==> config.mk <==
export PLATFORM = sky130hd
export DESIGN_NAME = arc_annunciator
export DESIGN_NICKNAME = d
export VERILOG_FILES = /design/src/logic/arc_counter.v /design/src/logic/bar_graph.v /design/src/logic/arc_annunciator.v
export VERILOG_INCLUDE_DIRS = /design/src /design/src/logic
export SDC_FILE = /design/constraint.sdc
export NUM_CORES = 1
export LEC_CHECK = 0
export BUFFER_PORTS_ARGS = -buffer_cell sky130_fd_sc_hd__buf_2
export CAP_MARGIN = 20
export CORE_MARGIN = 5
export CORE_UTILIZATION = 35
export CTS_CLUSTER_DIAMETER = 200
export CTS_CLUSTER_SIZE = 10
export DETAILED_ROUTE_END_ITERATION = 8
export PLACE_DENSITY = 0.65
export RECOVER_POWER = 100
export SYNTH_ARGS = -nofsm -noshare
export SYNTH_HDL_FRONTEND = slang
export SYNTH_SLANG_ARGS = --single-unit
==> constraint.sdc <==
create_clock -name core_clk -period 9.9 [get_ports core_clk]
set_clock_uncertainty 0.05 [all_clocks]
set_input_delay 1.485 -clock core_clk [delete_from_list [all_inputs] [get_ports core_clk]]
set_output_delay 1.485 -clock core_clk [all_outputs]
set_load 0.02 [all_outputs]
==> src/logic/arc_annunciator_defines.vh <==
// Purpose: Shared constants for the arc detector and annunciator
// Assumes: 100 MHz core clock, 16-bit samples and thresholds
// Notes:   Offsets are register word addresses on the plain port
`ifndef ARC_ANNUNCIATOR_DEFINES_VH
`define ARC_ANNUNCIATOR_DEFINES_VH
`define ADDR_W          4
`define DATA_W          16
`define REG_CTRL        4'h0
`define REG_OC_TH       4'h1
`define REG_VLOW_TH     4'h2
`define REG_IHIGH_TH    4'h3
`define REG_OC_COUNT    4'h4
`define REG_CROSS_COUNT 4'h5
`define REG_STATUS      4'h6
`define REG_IRQ_EN      4'h7
`define REG_IRQ_CLR     4'h8
`define REG_ALARM_CLR   4'h9
`define REG_COUNT_CLR   4'ha
`define CTRL_OC_EN      0
`define CTRL_CROSS_EN   1
`define CTRL_RESET      16'h0003
`define ST_OC_ARC       0
`define ST_CROSS_ARC    1
`define ST_ALARM        2
`define COUNT_MAX       16'hffff
`define BLINK_MS        20
`define BLINK_CYCLES    (`BLINK_MS * 100000)
`define ALARM_HALF_MS   250
`define ALARM_CYCLES    (`ALARM_HALF_MS * 100000)
`define BAR_SEGS        10
`endif

==> src/logic/arc_counter.v <==
// Purpose: Saturating per-criterion arc counter
// Assumes: Count strobe is a single-cycle pulse per arc
// Notes:   A count arriving with a clear in the same cycle restarts the count at one
`timescale 1ns/1ns
`include "arc_annunciator_defines.vh"
module arc_counter (
  input  wire        core_clk,
  input  wire        rst,
  input  wire        countPulse,
  input  wire        clear,
  output reg  [15:0] count_ff
);
  always @(posedge core_clk or posedge rst) begin
    if (rst) begin
      count_ff <= 16'h0000;
    end else if (countPulse) begin
      // Saturate so a flood of arcs never wraps to a small value
      if (clear) begin
        count_ff <= 16'h0001;
      end else if (count_ff != `COUNT_MAX) begin
        count_ff <= count_ff + 16'h0001;
      end
    end else if (clear) begin
      count_ff <= 16'h0000;
    end
  end
endmodule // arc_counter

==> src/logic/bar_graph.v <==
// Purpose: Thermometer bar graph from a 16-bit level
// Assumes: Full scale is 16'hffff
// Notes:   Output registered
`timescale 1ns/1ns
`include "arc_annunciator_defines.vh"
module bar_graph (
  input  wire                   core_clk,
  input  wire                   rst,
  input  wire [15:0]            level,
  output reg  [`BAR_SEGS-1:0]   segs_ff
);
  wire [19:0] scaled = level * 4'ha;
  wire [3:0]  lit    = scaled[19:16];
  genvar g;
  generate
    for (g = 0; g < `BAR_SEGS; g = g + 1) begin : gSeg
      always @(posedge core_clk or posedge rst) begin
        if (rst) begin
          segs_ff[g] <= 1'b0;
        end else begin
          segs_ff[g] <= (lit > g) || (level == 16'hffff);
        end
      end
    end
  endgenerate
endmodule // bar_graph

==> src/logic/arc_annunciator.v <==
// Purpose: Arc detection, shutdown, arc counting and panel annunciation
// Assumes: Samples and status inputs synchronous to core_clk
// Notes:   Registers on a plain strobe port, read data one cycle later
//
// The address map and strobed register access were chosen for this implementation.
`timescale 1ns/1ns
`include "arc_annunciator_defines.vh"
//////////////////////////////////////////////////////////////////////////////
module arc_annunciator (
  input  wire                 core_clk,
  input  wire                 rst,
  input  wire [`ADDR_W-1:0]   regAddr,
  input  wire [`DATA_W-1:0]   regWrData,
  input  wire                 regWrite,
  input  wire                 regRead,
  output reg  [`DATA_W-1:0]   regRdData_ff,
  input  wire [15:0]          outVoltage,
  input  wire [15:0]          outCurrent,
  input  wire [15:0]          outPower,
  input  wire [15:0]          peakVoltage,
  input  wire [15:0]          peakCurrent,
  input  wire [15:0]          peakPower,
  input  wire                 pulseStart,
  input  wire                 poweredUp,
  input  wire                 running,
  input  wire                 interlockOpen,
  input  wire                 doorOpen,
  input  wire [1:0]           regLoop,
  input  wire                 warning,
  input  wire                 alarm,
  input  wire                 anyButton,
  output reg                  shutdown_ff,
  output reg                  arcLed_ff,
  output reg                  alarmLed_ff,
  output reg                  buzzer_ff,
  output reg                  standbyLed_ff,
  output reg                  onLed_ff,
  output reg                  interlockLed_ff,
  output reg                  regULed_ff,
  output reg                  regILed_ff,
  output reg                  regPLed_ff,
  output wire [`BAR_SEGS-1:0] barVoltage,
  output wire [`BAR_SEGS-1:0] barCurrent,
  output wire [`BAR_SEGS-1:0] barPower,
  output reg                  irq_ff
);
  localparam [1:0] LOOP_POWER   = 2'b00;
  localparam [1:0] LOOP_VOLTAGE = 2'b01;
  localparam [1:0] LOOP_CURRENT = 2'b10;
  localparam [2:0] S_IDLE  = 3'b001;
  localparam [2:0] S_BLINK = 3'b010;
  localparam [2:0] S_GAP   = 3'b100;

  reg  [15:0] ctrl_ff;
  reg  [15:0] ocTh_ff;
  reg  [15:0] vLowTh_ff;
  reg  [15:0] iHighTh_ff;
  reg  [2:0]  status_ff;
  reg  [2:0]  irqEn_ff;
  reg         ocPrev_ff;
  reg         crossPrev_ff;
  reg  [15:0] pendingBlinks_ff;
  reg  [2:0]  blinkState_ff;
  reg  [21:0] blinkCnt_ff;
  reg  [24:0] alarmCnt_ff;
  reg         alarmPhase_ff;
  reg         critPrev_ff;
  wire [15:0] ocCount;
  wire [15:0] crossCount;

  function wrHit;
    input [`ADDR_W-1:0] a;
    begin
      wrHit = regWrite && (regAddr == a);
    end
  endfunction

  function loopIs;
    input [1:0] sel;
    begin
      loopIs = running && (regLoop == sel);
    end
  endfunction

  //////////////////////////////////////////////////////////////////////////////
  // Detection: edges so each arc counts once even if it persists
  wire ocNow    = ctrl_ff[`CTRL_OC_EN] && (outCurrent > ocTh_ff);
  wire crossNow = ctrl_ff[`CTRL_CROSS_EN] && (outVoltage < vLowTh_ff)
                  && (outCurrent > iHighTh_ff);
  wire ocEvt    = ocNow && !ocPrev_ff;
  wire crossEvt = crossNow && !crossPrev_ff;
  wire anyEvt   = ocEvt || crossEvt;
  wire critical = alarm || warning;
  wire critRise = critical && !critPrev_ff;
  wire countClr = wrHit(`REG_COUNT_CLR);

  always @(posedge core_clk or posedge rst) begin
    if (rst) begin
      ocPrev_ff    <= 1'b0;
      crossPrev_ff <= 1'b0;
      shutdown_ff  <= 1'b0;
    end else begin
      ocPrev_ff    <= ocNow;
      crossPrev_ff <= crossNow;
      // Arc wins over pulse start so a new arc is never dropped
      if (anyEvt) begin
        shutdown_ff <= 1'b1;
      end else if (pulseStart) begin
        shutdown_ff <= 1'b0;
      end
    end
  end

  arc_counter uOcCounter (
    .core_clk   (core_clk),
    .rst        (rst),
    .countPulse (ocEvt),
    .clear      (countClr),
    .count_ff   (ocCount)
  );
  arc_counter uCrossCounter (
    .core_clk   (core_clk),
    .rst        (rst),
    .countPulse (crossEvt),
    .clear      (countClr),
    .count_ff   (crossCount)
  );

  //////////////////////////////////////////////////////////////////////////////
  // Registers
  always @(posedge core_clk or posedge rst) begin
    if (rst) begin
      ctrl_ff      <= `CTRL_RESET;
      ocTh_ff      <= 16'hffff;
      vLowTh_ff    <= 16'h0000;
      iHighTh_ff   <= 16'hffff;
      irqEn_ff     <= 3'h0;
      status_ff    <= 3'h0;
      regRdData_ff <= 16'h0000;
    end else begin
      if (wrHit(`REG_CTRL))     ctrl_ff    <= regWrData & `CTRL_RESET;
      if (wrHit(`REG_OC_TH))    ocTh_ff    <= regWrData;
      if (wrHit(`REG_VLOW_TH))  vLowTh_ff  <= regWrData;
      if (wrHit(`REG_IHIGH_TH)) iHighTh_ff <= regWrData;
      if (wrHit(`REG_IRQ_EN))   irqEn_ff   <= regWrData[2:0];
      // Set beats clear in the same cycle
      status_ff <= (status_ff & ~(wrHit(`REG_IRQ_CLR) ? regWrData[2:0] : 3'h0))
                   | {critRise, crossEvt, ocEvt};
      regRdData_ff <= 16'h0000;
      if (regRead) begin
        case (regAddr)
          `REG_CTRL:        regRdData_ff <= ctrl_ff;
          `REG_OC_TH:       regRdData_ff <= ocTh_ff;
          `REG_VLOW_TH:     regRdData_ff <= vLowTh_ff;
          `REG_IHIGH_TH:    regRdData_ff <= iHighTh_ff;
          `REG_OC_COUNT:    regRdData_ff <= ocCount;
          `REG_CROSS_COUNT: regRdData_ff <= crossCount;
          `REG_STATUS:      regRdData_ff <= {13'h0000, status_ff};
          `REG_IRQ_EN:      regRdData_ff <= {13'h0000, irqEn_ff};
          default:          regRdData_ff <= 16'h0000;
        endcase
      end
    end
  end

  //////////////////////////////////////////////////////////////////////////////
  // Interrupt: registered so the pin never glitches while status is written
  always @(posedge core_clk or posedge rst) begin
    if (rst) begin
      irq_ff <= 1'b0;
    end else begin
      irq_ff <= |(status_ff & irqEn_ff);
    end
  end

  //////////////////////////////////////////////////////////////////////////////
  // Arc LED: one blink per arc, queued since arcs outrun 20 ms blinks
  always @(posedge core_clk or posedge rst) begin
    if (rst) begin
      pendingBlinks_ff <= 16'h0000;
      blinkState_ff    <= S_IDLE;
      blinkCnt_ff      <= 22'h000000;
      arcLed_ff        <= 1'b0;
    end else begin
      if (anyEvt && !(blinkState_ff == S_IDLE && pendingBlinks_ff != 16'h0000)) begin
        if (pendingBlinks_ff != `COUNT_MAX) pendingBlinks_ff <= pendingBlinks_ff + 16'h0001;
      end else if (!anyEvt && blinkState_ff == S_IDLE && pendingBlinks_ff != 16'h0000) begin
        pendingBlinks_ff <= pendingBlinks_ff - 16'h0001;
      end
      case (blinkState_ff)
        S_IDLE: begin
          if (pendingBlinks_ff != 16'h0000) begin
            blinkState_ff <= S_BLINK;
            blinkCnt_ff   <= 22'h000000;
            arcLed_ff     <= 1'b1;
          end
        end
        S_BLINK: begin
          blinkCnt_ff <= blinkCnt_ff + 22'h000001;
          if (blinkCnt_ff == `BLINK_CYCLES - 1) begin
            blinkState_ff <= S_GAP;
            blinkCnt_ff   <= 22'h000000;
            arcLed_ff     <= 1'b0;
          end
        end
        S_GAP: begin
          blinkCnt_ff <= blinkCnt_ff + 22'h000001;
          if (blinkCnt_ff == `BLINK_CYCLES - 1) begin
            blinkState_ff <= S_IDLE;
          end
        end
        default: begin
          blinkState_ff <= S_IDLE;
          arcLed_ff     <= 1'b0;
        end
      endcase
    end
  end

  //////////////////////////////////////////////////////////////////////////////
  // Alarm LED blink and latched buzzer
  always @(posedge core_clk or posedge rst) begin
    if (rst) begin
      alarmCnt_ff   <= 25'h0000000;
      alarmPhase_ff <= 1'b0;
      alarmLed_ff   <= 1'b0;
      buzzer_ff     <= 1'b0;
      critPrev_ff   <= 1'b0;
    end else begin
      critPrev_ff <= critical;
      if (!critical || alarmCnt_ff == `ALARM_CYCLES - 1) begin
        alarmCnt_ff <= 25'h0000000;
      end else begin
        alarmCnt_ff <= alarmCnt_ff + 25'h0000001;
      end
      if (!critical) begin
        alarmPhase_ff <= 1'b0;
      end else if (alarmCnt_ff == `ALARM_CYCLES - 1) begin
        alarmPhase_ff <= ~alarmPhase_ff;
      end
      alarmLed_ff <= critical && !alarmPhase_ff;
      // A new warning or alarm beats a button press in the same cycle
      if (critRise) begin
        buzzer_ff <= 1'b1;
      end else if (anyButton || wrHit(`REG_ALARM_CLR)) begin
        buzzer_ff <= 1'b0;
      end
    end
  end

  //////////////////////////////////////////////////////////////////////////////
  // Status and regulator LEDs
  always @(posedge core_clk or posedge rst) begin
    if (rst) begin
      standbyLed_ff   <= 1'b0;
      onLed_ff        <= 1'b0;
      interlockLed_ff <= 1'b0;
      regULed_ff      <= 1'b0;
      regILed_ff      <= 1'b0;
      regPLed_ff      <= 1'b0;
    end else begin
      standbyLed_ff   <= poweredUp && !running;
      onLed_ff        <= running;
      interlockLed_ff <= interlockOpen || doorOpen;
      regULed_ff      <= loopIs(LOOP_VOLTAGE);
      regILed_ff      <= loopIs(LOOP_CURRENT);
      regPLed_ff      <= loopIs(LOOP_POWER);
    end
  end

  bar_graph uBarV (
    .core_clk (core_clk),
    .rst      (rst),
    .level    (peakVoltage),
    .segs_ff  (barVoltage)
  );
  bar_graph uBarI (
    .core_clk (core_clk),
    .rst      (rst),
    .level    (peakCurrent),
    .segs_ff  (barCurrent)
  );
  bar_graph uBarP (
    .core_clk (core_clk),
    .rst      (rst),
    .level    (peakPower),
    .segs_ff  (barPower)
  );

  wire unusedPower = |outPower;
endmodule // arc_annunciator

==> metrics.md <==
| Metric | Value |
|---|---|
| Vias in the first global route | 10410 |
| Fillers | 3596 |
| Clock latency on the worst-skew pair | 520 ps |
| Yosys warns | 0 |
| Top post-synthesis cells by area | dfrtp_1 (35%), ha_1 (14%), dfstp_2 (7.1%) |
| Area Growth Syn to Fin | 14.7% |
| H-tree lvl count | 1 |
| Outcome | finished, violations left |
| CTS root buf | clkbuf_16 |
| Gpl congestion | 0.828 |
| Die Ht | 203 µm |
| Cell Pwr Density | 207 mW/mm² |
| CTS resizes | 0 |
| VDD IR-drop max | 0.000122 V |
| Cell variety after synth | 78 |
| Wire length per cell | 16.1 µm |
| Crit path DAT | 7850 ps |
| Register area share after synthesis | 41.7% |
| Via density | 5.31 |
| Initial Util | 35.5% |
| Number of setup buffers added after CTS | 0 |
| Place WS | 3450 ps |
| Worst rel slew slack | -204% |
| Most frequent cells in the layout | dfrtp_1 (180), ha_1 (143), nor2_1 (115), buf_2 (104), clkbuf_1 (88) |
| Top_reg_cell synth | dfrtp_1 |
| Reg-to-reg slack, setup | 2930 ps |
| Worst Path Max Fanout | 14 |
| GRT overflow | 0 |
| Syn Nets | 1551 |
| Period utilization | 75.8% |
| Antenna violations before repair | 0 |
| First-pass GRT wire length | 52000 µm |
| CP startpoint kind | input pin |
| DRC Markers | 0 |
| DR pass1 iterations | 5 |
| Die footprint | 0.0411 mm² |
| Hold Startpoint | alarmPhase_ff |
| P_leak | 6.75 nW |
| Drt total wl | 31100 µm |
| Hold Path End | alarmLed_ff |
| Ys async rst share | 100% |
| Hold buffers post-CTS | 0 |
| CTS clk-pin slew, worst paths | 60 ps |
| Cell Rows | 70 |
| Post-route ant nets | 0 |
| Pins Over Slew Limit | 172 |
| Ports | 187 |
| Slew @ Worst Pin | 4540 ps |
| Num CTS Buffers | 25 |
| Max Clk Rate | 133 MHz |
| Detailed placement HPWL | 23500 µm |
| Setup CP Type | input pin to register |
| Total GRT Usage | 14.8% |
| RSZ-0062 raised after global routing | false |
| CTS sink count | 215 |
| Final critical-path required period | 7500 ps |
| Worst R2R Start | iHighTh_ff[9] |
| Violated checks | capacitance limit, slew limit |
| Largest net degree at the start of global routing | 103 |
| Layout Nets | 1727 |
| Hold path depth | 1 |
| Max-cap check violation count | 4 |
| Worst hold path class | register to register |
| FF+latch count, synth | 215 |
| Maximum buffer depth of the clock tree | 3 |
| DR vias | 10282 |
| Synth Instances | 1277 |
| Final setup TNS | 0 ps |
| Post-synth EDFFs | 0 |
| R2r endpoint | pendingBlinks_ff[15] |
| CTS tree | built |
| DIE WIDTH | 203 µm |
| Cell taking the most area after synthesis | dfrtp_1 |
| Core area | 0.0366 mm² |
| Final setup vio count | 0 |
| Layout cells sized above 1 | 17.2% |
| Top cell type's share of synthesized area | 34.7% |
| R2R cell count | 17 |
| 1st-iter DRT viols | 497 |
| Worst setup slack after layout | 2400 ps |
| Mapped Area | 0.0130 mm² |
| ANT cells | 0 |
| Commonest non-fill, non-tap cell in the layout | dfrtp_1 |
| Final Hold Viols | 0 |
| Average size of a mapped cell | 10.2 µm² |
| Port bufs | 170 |
| CP Capture Type | register |
| Worst EP required | 10250 ps |
==> final cells by class <==
cell class                 instances  area [µm²]  area share, %
clock buffer                      43         693           4.65
clock inverter                     1        7.51         0.0504
inverter                          78         294           1.97
multi-input combinational        955        7090           47.6
sequential                       215        5420           36.4
tap                              468         586           3.93
timing repair buffer             178         813           5.46
==> critical path, stage by stage <==
cell and delay (ps):
clkbuf_1 110, ha_1 330, nand4_1 180, nor4_1 100
or4b_2 610, a2111oi_0 1690, a31oi_1 530, nor2_1 390
inv_1 330, ha_1 450, o21ai_0 110, o21a_1 200
o31a_1 340, a211o_1 300, a31oi_1 280, nor2_1 80
o311a_1 320
==> worst max-delay path by stage <==
stage                        startpoint                   end  slack [ps]  cells after the start
after floorplan                     rst        alarmCnt_ff[0]        2540                      1
after global placement    outCurrent[9]  pendingBlinks_ff[15]        3530                     17
after detailed placement  outCurrent[9]  pendingBlinks_ff[15]        3450                     17
after CTS                 outCurrent[9]  pendingBlinks_ff[15]        4020                     17
after global routing      outCurrent[9]  pendingBlinks_ff[15]        2090                     17
final                     outCurrent[9]  pendingBlinks_ff[15]        2400                     17
==> routing by layer <==
layer | vias to the layer above | routed length [µm] | track usage, % | share of wire [%]
li1 | 5057 | - | - | -
met5 | - | 0 | 0 | 0
met1 | 4938 | 14500 | 20.2 | 47
met3 | 50 | 1420 | 2.25 | 4.6
met4 | 0 | 755 | 3.81 | 2.4
met2 | 237 | 14400 | 24.9 | 46
==> state kept, by name, indices dropped and copies added (netlist names), 2 cells and up <==
register / flops
alarmCnt_ff: 25
ocTh_ff: 16
irqEn_ff: 3
regRdData_ff: 16
uBarP.segs_ff: 10
blinkCnt_ff: 22
blinkState_ff: 3
uBarV.segs_ff: 10
vLowTh_ff: 16
uCrossCounter.count_ff: 16
uOcCounter.count_ff: 16
status_ff: 3
ctrl_ff: 2
iHighTh_ff: 16
uBarI.segs_ff: 10
pendingBlinks_ff: 16
==> power breakdown <==
| group | leakage (nW) | internal, W | switching (W) | total, W |
|---|---|---|---|---|
| clock network | 0.329 | 0.000470 | 0.000355 | 0.000825 |
| logic | 3.73 | 0.000485 | 0.000588 | 0.00107 |
| registers | 2.69 | 0.00105 | 0.000140 | 0.00119 |
| total | 6.75 | 0.00201 | 0.00108 | 0.00309 |
==> stage by stage <==
stage | utilization, % | total power, W | hold WS [ps] | cells | cell area [µm²]
after floorplan | - | 0.00202 | 373 | 1277 | 13000
after detailed placement | 39.3 | 0.00230 | 399 | 1894 | 14400
after global routing | 40.7 | 0.00332 | 419 | 1938 | 14900
after global placement | 39.3 | 0.00226 | 391 | 1894 | 14400
after CTS | 41.2 | 0.00316 | 409 | 1938 | 15100
final | 40.7 | 0.00309 | 405 | 1938 | 14900
==> kinds of logic (layout without fill, tap and decap cells) <==
logic type,count (synthesis),after routing,synth area share [%]
AO/OA/AOI/OAI,245,245,13.0
AND/OR/NAND/NOR,410,410,16.3
adder cells (fa/ha/maj),145,145,14.0
XOR/XNOR,77,77,5.19
flip-flops,215,215,41.7
buffers and inverters,107,300,3.18
multiplexers,78,78,6.66
==> synth_stat cells (all sizes together), types with 5 or more instances <==
cell / number
mux2: 68
nand2b: 12
a41o: 5
o21a: 6
nor3: 19
or2: 10
nor2b: 12
and4: 8
and3: 15
a21o: 17
a31oi: 13
nor2: 116
xnor2: 34
a21oi: 76
inv: 78
a22oi: 18
and2: 11
o21ai: 45
dfrtp: 180
dfstp: 35
nand3: 41
a222oi: 14
nor4: 14
a2111oi: 6
ha: 143
mux2i: 10
o211ai: 5
or3: 21
nand4: 49
clkbuf: 25
xor2: 43
nand2: 69
No activity file was read; power rests on OpenSTA's default activity.
